$ cat src/shared/bbfr_defs.vh
`ifndef BBFR_DEFS_VH
`define BBFR_DEFS_VH

// record region layout
`define BBFR_REGION_BASE    16'hF980
`define BBFR_REGION_LAST    16'hF9F8
`define BBFR_SLOT_BYTES     4'h8
`define BBFR_SLOT_COUNT     5'h10
`define BBFR_SLOT_SHIFT     3

// flag bit position inside byte 0 of a record
`define BBFR_FLAG_BIT       7
// flag value of an erased, unused slot
`define BBFR_FLAG_FREE      1'b1

// timing: 250 us per byte at 50 MHz is 12500 clocks
`define BBFR_BYTE_CYCLES    16'h30d4

// exit cause codes
`define BBFR_CAUSE_SEQ      2'h1
`define BBFR_CAUSE_TMO      2'h2
`define BBFR_CAUSE_MON      2'h3

`endif

$ cat src/core/bbfr_recorder.v
`timescale 1ns/10ps
`include "bbfr_defs.vh"

// Summary of operation
// - eight bytes per record, 250 us each
// - finish whole record before starting another
// - power-on scan picks first flag-one slot
// - slots from F980 to F9F8, eight apart
// - recorder only programs, never erases
// - full region suppresses all further records
// - host polls busy, full and next-slot outputs
// - host erases then resets; search repeats
// - supply undervoltage state may trigger records
// - record holds flag, state, cause, status, checksum
// - each record-state entry while idle and not full starts one record
// - at most sixteen records in region
module bbfr_recorder
#(
    parameter [15:0] BYTE_CYCLES = `BBFR_BYTE_CYCLES
)
(
    input  wire        i_clk,
    input  wire        i_reset,
    input  wire        i_recorder_reset, // host reset, restarts search
    input  wire        i_record_enter,   // pulse: record state entered
    input  wire [3:0]  i_prev_state,     // state exited before entry
    input  wire [1:0]  i_exit_cause,     // sequence, timeout, monitor
    input  wire [15:0] i_uv_ov_status,   // latched comparator status
    input  wire [7:0]  i_gpi_status,     // latched logic input status
    input  wire [7:0]  i_limit_status,   // latched limit status
    output wire [15:0] o_ee_addr,        // eeprom byte address
    output reg  [7:0]  o_ee_wdata,       // byte to program
    output wire        o_ee_read,        // read strobe
    output wire        o_ee_prog,        // program strobe, never erase
    input  wire [7:0]  i_ee_rdata,       // read data, valid next cycle
    output wire        o_busy,           // record or search in progress
    output wire        o_full,           // region exhausted
    output wire [4:0]  o_next_slot       // slot of next record
);

    // the search walks the flag bytes one slot at a time: a read
    // cycle, then a check cycle, since the array answers one clock
    // after the strobe
    // one-hot states
    localparam [4:0] ST_SRD  = 5'b00001; // issue flag read
    localparam [4:0] ST_SCHK = 5'b00010; // check flag
    localparam [4:0] ST_IDLE = 5'b00100; // wait for trigger
    localparam [4:0] ST_PROG = 5'b01000; // start a byte
    localparam [4:0] ST_WAIT = 5'b10000; // wait byte time

    reg  [4:0]  state_reg;
    reg  [4:0]  state_next;
    // the slot counts past the last slot instead of wrapping, so a
    // full region can never overwrite the earliest records
    reg  [4:0]  slot_reg;                // 0..16, 16 means full
    reg  [4:0]  slot_next;
    reg  [2:0]  byte_reg;                // byte index in record
    reg  [2:0]  byte_next;
    reg  [63:0] snap_reg;                // captured record image
    reg  [63:0] snap_next;
    wire        timer_done;              // byte program time over
    wire [7:0]  cur_byte;                // next data byte to program
    wire [7:0]  csum;                    // checksum of bytes 0 to 6

    // slot address: base plus eight bytes per slot
    function [15:0] slot_addr;
        input [4:0] slot;
        input [2:0] idx;
        begin
            // slots never cross a 128-byte boundary, so base plus a
            // plain concatenation is base plus eight bytes per slot
            slot_addr = `BBFR_REGION_BASE
                      + {9'h000, slot[3:0], idx};
        end
    endfunction

    // checksum over the seven data bytes; a record torn by a supply
    // collapse fails it, so a reader can tell it from a whole one
    assign csum = 8'h00 - (snap_reg[7:0] + snap_reg[15:8]
                + snap_reg[23:16] + snap_reg[31:24] + snap_reg[39:32]
                + snap_reg[47:40] + snap_reg[55:48]);

    // byte about to be programmed, taken from the next-state image
    // so byte 0 is ready on the same edge that captures the snapshot
    assign cur_byte = snap_next[{byte_next, 3'b000} +: 8];

    // the timer starts in the strobe cycle itself, so strobes of one
    // record sit BYTE_CYCLES plus one clocks apart
    bbfr_byte_timer #(
        .BYTE_CYCLES (BYTE_CYCLES)
    ) u_timer (
        .i_clk   (i_clk),
        .i_reset (i_reset),
        .i_start (state_reg == ST_PROG),
        .o_busy  (),
        .o_done  (timer_done)
    );

    // next-state logic
    always @*
    begin
        state_next = state_reg;
        slot_next  = slot_reg;
        byte_next  = byte_reg;
        snap_next  = snap_reg;
        case (state_reg)
            ST_SRD:
            begin
                // the read strobe is decoded from this state
                state_next = ST_SCHK;
            end
            ST_SCHK:
            begin
                // erased slot reads flag one: free location found
                if (i_ee_rdata[`BBFR_FLAG_BIT] == `BBFR_FLAG_FREE)
                begin
                    state_next = ST_IDLE;
                end
                else if (slot_reg == `BBFR_SLOT_COUNT - 5'h01)
                begin
                    // none free: mark full until reset
                    slot_next  = `BBFR_SLOT_COUNT;
                    state_next = ST_IDLE;
                end
                else
                begin
                    slot_next  = slot_reg + 5'h01;
                    state_next = ST_SRD;
                end
            end
            ST_IDLE:
            begin
                // triggers while full are dropped; first faults kept
                if (i_record_enter && !slot_reg[4])
                begin
                    // flag byte clears bit 7 to mark slot used
                    snap_next  = {8'h00, i_limit_status, i_gpi_status,
                                  i_uv_ov_status, 14'h0000,
                                  i_exit_cause, 4'h0, i_prev_state};
                    byte_next  = 3'h0;
                    state_next = ST_PROG;
                end
            end
            ST_PROG:
            begin
                // one strobe per byte; there is no erase path at all
                state_next = ST_WAIT;
            end
            ST_WAIT:
            begin
                // new triggers are ignored until the last byte ends
                if (timer_done)
                begin
                    if (byte_reg == 3'h7)
                    begin
                        slot_next  = slot_reg + 5'h01;
                        state_next = ST_IDLE;
                    end
                    else
                    begin
                        byte_next  = byte_reg + 3'h1;
                        state_next = ST_PROG;
                    end
                end
            end
            default:
            begin
                state_next = ST_SRD;
            end
        endcase
    end

    // state registers; host reset restarts the search
    always @(posedge i_clk)
    begin
        if (i_reset || i_recorder_reset)
        begin
            state_reg <= ST_SRD;
            slot_reg  <= 5'h00;
            byte_reg  <= 3'h0;
            snap_reg  <= 64'h0000_0000_0000_0000;
        end
        else
        begin
            state_reg <= state_next;
            slot_reg  <= slot_next;
            byte_reg  <= byte_next;
            snap_reg  <= snap_next;
        end
    end

    // registered write data, loaded as the strobe cycle is entered so
    // it stands for the whole strobe; the last byte is the checksum
    always @(posedge i_clk)
    begin
        if (i_reset)
        begin
            o_ee_wdata <= 8'h00;
        end
        else if (state_next == ST_PROG)
        begin
            if (byte_next == 3'h7)
            begin
                // snapshot is stable by now, so the sum is settled
                o_ee_wdata <= csum;
            end
            else
            begin
                o_ee_wdata <= cur_byte;
            end
        end
    end

    assign o_ee_addr   = slot_addr(slot_reg, byte_reg);
    // read strobe is combinational so the flag byte comes back in
    // the check cycle right after it
    assign o_ee_read   = (state_reg == ST_SRD);
    assign o_ee_prog   = (state_reg == ST_PROG);
    assign o_busy      = (state_reg != ST_IDLE);
    assign o_full      = slot_reg[4];
    assign o_next_slot = slot_reg;

endmodule // bbfr_recorder

$ cat src/core/bbfr_byte_timer.v
`timescale 1ns/10ps
`include "bbfr_defs.vh"

// counts one byte program time after a start pulse
module bbfr_byte_timer
#(
    parameter [15:0] BYTE_CYCLES = `BBFR_BYTE_CYCLES
)
(
    input  wire        i_clk,
    input  wire        i_reset,
    input  wire        i_start,     // one-cycle start pulse
    output wire        o_busy,      // high while the byte is programming
    output wire        o_done       // one-cycle pulse at the end
);

    reg  [15:0] count_reg;          // cycles left, zero when idle
    reg  [15:0] count_next;

    // load on start, count down to zero otherwise
    always @*
    begin
        count_next = count_reg;
        if (i_start)
        begin
            count_next = BYTE_CYCLES;
        end
        else if (count_reg != 16'h0000)
        begin
            count_next = count_reg - 16'h0001;
        end
    end

    always @(posedge i_clk)
    begin
        if (i_reset)
        begin
            count_reg <= 16'h0000;
        end
        else
        begin
            count_reg <= count_next;
        end
    end

    assign o_busy = (count_reg != 16'h0000);
    assign o_done = (count_reg == 16'h0001);

endmodule // bbfr_byte_timer

$ cat config.mk
export PLATFORM = sky130hd
export DESIGN_NAME = bbfr_recorder
export DESIGN_NICKNAME = d
export VERILOG_FILES = /design/src/core/bbfr_recorder.v /design/src/core/bbfr_byte_timer.v
export VERILOG_INCLUDE_DIRS = /design/src /design/src/shared
export SDC_FILE = /design/constraint.sdc
export NUM_CORES = 1
export LEC_CHECK = 0
export BUFFER_PORTS_ARGS = -buffer_cell sky130_fd_sc_hd__buf_2
export CAP_MARGIN = 20
export CORE_MARGIN = 4
export CORE_UTILIZATION = 58
export DETAILED_ROUTE_END_ITERATION = 10
export PLACE_DENSITY_LB_ADDON = 0.1
export SYNTH_ARGS = -nofsm -noshare
export SYNTH_HDL_FRONTEND = slang
export SYNTH_SLANG_ARGS = --single-unit
$ cat constraint.sdc
create_clock -name i_clk -period 5.6 [get_ports i_clk]
set_input_delay 0.28 -clock i_clk [delete_from_list [all_inputs] [get_ports i_clk]]
set_output_delay 0.28 -clock i_clk [all_outputs]
set_load 0.005 [all_outputs]
==> flow_metrics.env <==
export IMPL_synth_cells=700
export IMPL_hold_start="i_gpi_status[2]"
export IMPL_largest_reg_flops=56
export IMPL_placementRows=36
export IMPL_grt_max_degree=60
export IMPL_peakVddDrop_mv=0.172
export IMPL_antenna_found_initial=0
export IMPL_crit_buf_inv=4
export IMPL_ctsHoldBuffers=0
export IMPL_rr_startpoint="snap_reg[42]$_SDFF_PP0_"
export IMPL_p_per_area_mw_per_mm2=257
export IMPL_firstDrtPassIters=5
export IMPL_synthAdderAreaFrac=0.152
export IMPL_status="finished clean"
export IMPL_crit_path_start_kind="flop"
export IMPL_overflow=0
export IMPL_routabilityCongestion=0.944
export IMPL_design_core_area_mm2=0.00982
export IMPL_fillCellCount=922
export IMPL_area_growth_pct=8.55
export IMPL_cp_end_kind="flop"
export IMPL_seq_area_frac_synth=0.317
export IMPL_cts_tree="built"
export IMPL_finalMaxSlewViolations=0
export IMPL_ys_types=69
export IMPL_power_frac_comb=0.259
export IMPL_insertion_delay_ns=0.39
export IMPL_die_x_um=109
export IMPL_maxSlewHeadroom=0.358
export IMPL_critPathRequiredTime_ns=5.92
export IMPL_hp_class="input pin to flop"
export IMPL_grt_pass1_wl_um=24600
export IMPL_htreeDepth=3
export IMPL_fin_cells=879
export IMPL_ys_ff_latch=93
export IMPL_ios=83
export IMPL_totalWireLength_um=15300
export IMPL_maxCapViolations=0
export IMPL_synth_cell_area_mm2=0.00587
export IMPL_cts_buffers=9
export IMPL_cp_common_cell="fa_1"
export IMPL_vias_per_cell=5.85
export IMPL_synthMuxAreaShare=0.0190
export IMPL_postCtsSetupRepairBufs=0
export IMPL_ant_nets=0
export IMPL_period_needed_ns=4.29
export IMPL_cts_sinks=93
export IMPL_placed_area_mm2=0.00617
export IMPL_die_area_mm2=0.0118
export IMPL_avgSynthCellArea_um2=8.39
export IMPL_initial_core_util=0.598
export IMPL_rsz0062_at_grt="false"
export IMPL_ys_flop_type="dfxtp_1"
export IMPL_intPower_uw=1090
export IMPL_cts_max_path_buffers=2
export IMPL_drt_iter0_markers=319
export IMPL_cts_root_buf="clkbuf_8"
export IMPL_drc=0
export IMPL_final_setup_tns_ns=0
export IMPL_grtUsageTotal=0.270
export IMPL_cpLargestDelayFamily="adder cells"
export IMPL_setup_viol=0
export IMPL_async_flop_share=0
export IMPL_final_nets=843
export IMPL_grt_pass1_vias=4928
export IMPL_yosys_area_share_xor_xnor=0.0433
export IMPL_cts_resized=0
export IMPL_fmax_ghz=0.233
export IMPL_cp_startpoint="snap_reg[42]$_SDFF_PP0_"
export IMPL_clock_power_share=0.263
export IMPL_yosys_area_share_simple=0.208
export IMPL_power_switching_share=0.335
export IMPL_worstPathArrival_ns=4.61
export IMPL_die_h_um=109
export IMPL_synth_edf_count=0
export IMPL_ff_latch_area_mm2=0.00186
export IMPL_crit_type="flop to flop"
export IMPL_worstPathMaxFanout=3
export IMPL_dp_cells=862
export IMPL_yosysWarnings=0
export IMPL_p_leak_uw=0.00244
export IMPL_switchingPower_uw=550
export IMPL_wl_per_cell_um=17.4
export IMPL_final_area_mm2=0.00637
export IMPL_path_cells="inv_1 > fa_1 > fa_1 > fa_1 > inv_1 > fa_1 > inv_1 > ha_1 > inv_1 > fa_1 > xnor2_1 > mux2i_1 > a221oi_1 > a2bb2oi_1 > a31oi_1"
export IMPL_worst_clock_skew_ns=0.0136
export IMPL_dpl_hpwl_um=11200
export IMPL_num_vias=5138
export IMPL_period_share=0.765
export IMPL_synth_compound_area_frac=0.166
export IMPL_hold_viol=0
export IMPL_slowest_delay_ns=0.55
export IMPL_pwr_share_seq=0.478
export IMPL_portBuffers=66
export IMPL_crit_slowest_cell="fa_1"
export IMPL_synth_top_family_by_area="simple AND/OR/NAND/NOR gates"
export IMPL_multiInputGateArea_mm2=0.00349
export IMPL_clkTransAtPathRegs_ns=0.10
export IMPL_final_layout_size_suffix_gt1_frac=0.154
export IMPL_n_antenna_cell=0
export IMPL_worst_pin_slew_ns=0.957
==> area by class of cell <==
| class | instances | share of cell area |
|---|---|---|
| inverters | 78 | 0.0459 |
| clock inverters | 5 | 0.00550 |
| clock buffers | 11 | 0.0238 |
| flip-flops and latches | 93 | 0.292 |
| multi-input cells | 489 | 0.548 |
| repair buffers | 70 | 0.0585 |
| well taps | 133 | 0.0261 |
==> power groups by stage <==
stage / Combinational [µW] / Clock [µW] / Sequential (µW)
finish: 425 / 431 / 784
global route: 483 / 472 / 792
CTS: 425 / 442 / 784
detailed placement: 422 / 0 / 798
global placement: 414 / 0 / 795
floorplan: 368 / 0 / 786
==> per-stage QoR <==
step           worst slack, ns   util  total power [µW]  hold slack, ns
2_1_floorplan             1.65      -              1150           0.416
3_3_place_gp              1.41  0.628              1210           0.445
3_5_place_dp              1.34  0.628              1220           0.451
4_1_cts                   1.32  0.647              1650           0.104
5_1_grt                   1.09  0.649              1750           0.108
6_report                  1.31  0.649              1640           0.120
==> layer usage <==
layer,global-route usage,vias up,part of all wire
li1,-,2421,-
met1,0.334,2460,0.41
met2,0.455,217,0.49
met3,0.0603,40,0.072
met4,0.111,0,0.030
met5,0,-,0
==> worst paths after layout <==
path	end	slack (ns)	cells past startpoint
setup / recovery	o_ee_wdata[4]$_SDFFE_PP0N_	1.31	15
hold / removal	snap_reg[42]$_SDFF_PP0_	0.12	3
hold reg to reg	snap_reg[37]$_SDFF_PP0_	0.46	2
setup reg to reg	o_ee_wdata[4]$_SDFFE_PP0N_	1.31	15
==> synthesized netlist by cell type, drive strengths merged, types with 3 or more instances <==
library cell  instances  area [µm²]
dfxtp                93        1860
nand2                86         330
inv                  77         289
a21oi                63         323
nor2                 59         234
fa                   32         641
o21ai                30         169
buf                  25         171
nor3                 23         149
clkbuf               22        82.6
ha                   20         250
xnor2                18         158
a31oi                15         109
nand3                15        92.6
and3                 11        68.8
xor2                 11        96.3
mux2i                10         100
o211ai                9        67.6
a211oi                6        45.0
nand3b                6        45.0
nand4                 6        52.6
nor4                  6        82.6
or3                   6        37.5
nand2b                4        25.0
o21bai                4        30.0
or4                   4        30.0
a2111oi               3        27.5
a211o                 3        26.3
and2                  3        18.8
==> worst register-to-register path, cell delays in order (launching register included) <==
cell       delay (ns)
dfxtp_1          0.41
inv_1            0.08
fa_1             0.50
fa_1             0.44
fa_1             0.55
inv_1            0.06
fa_1             0.47
inv_1            0.07
ha_1             0.17
inv_1            0.05
fa_1             0.40
xnor2_1          0.33
mux2i_1          0.13
a221oi_1         0.32
a2bb2oi_1        0.12
a31oi_1          0.13
==> layout by cell type (no fill, tap or decap), types with 4 or more instances in the layout <==
cell       n
a31oi_1   14
ha_1      20
nand4_1    5
nor2_1    56
xor2_1    11
buf_2     66
nand2_1   82
xnor2_1   18
nor3_1    20
a211oi_1   6
o211ai_1   9
inv_1     77
fa_1      32
or4_1      4
o21bai_1   4
dfxtp_1   93
o21ai_0   26
clkbuf_8  11
mux2i_1   10
nand2b_1   4
nand3b_1   6
conb_1     9
nand3_1   13
a21oi_1   61
and3_1    11
nand2_2    4
or3_1      6
==> cells by family (layout without fill, tap and decap cells) <==
group | count (synthesis) | in the layout
multiplexers | 11 | 11
AND/OR/NAND/NOR | 236 | 236
flip-flops | 93 | 93
adder cells (fa/ha/maj) | 52 | 52
buffers and inverters | 125 | 164
AO/OA/AOI/OAI | 152 | 152
other | 2 | 9
XOR/XNOR | 29 | 29
Note: power is estimated with default switching activity, not from simulation.
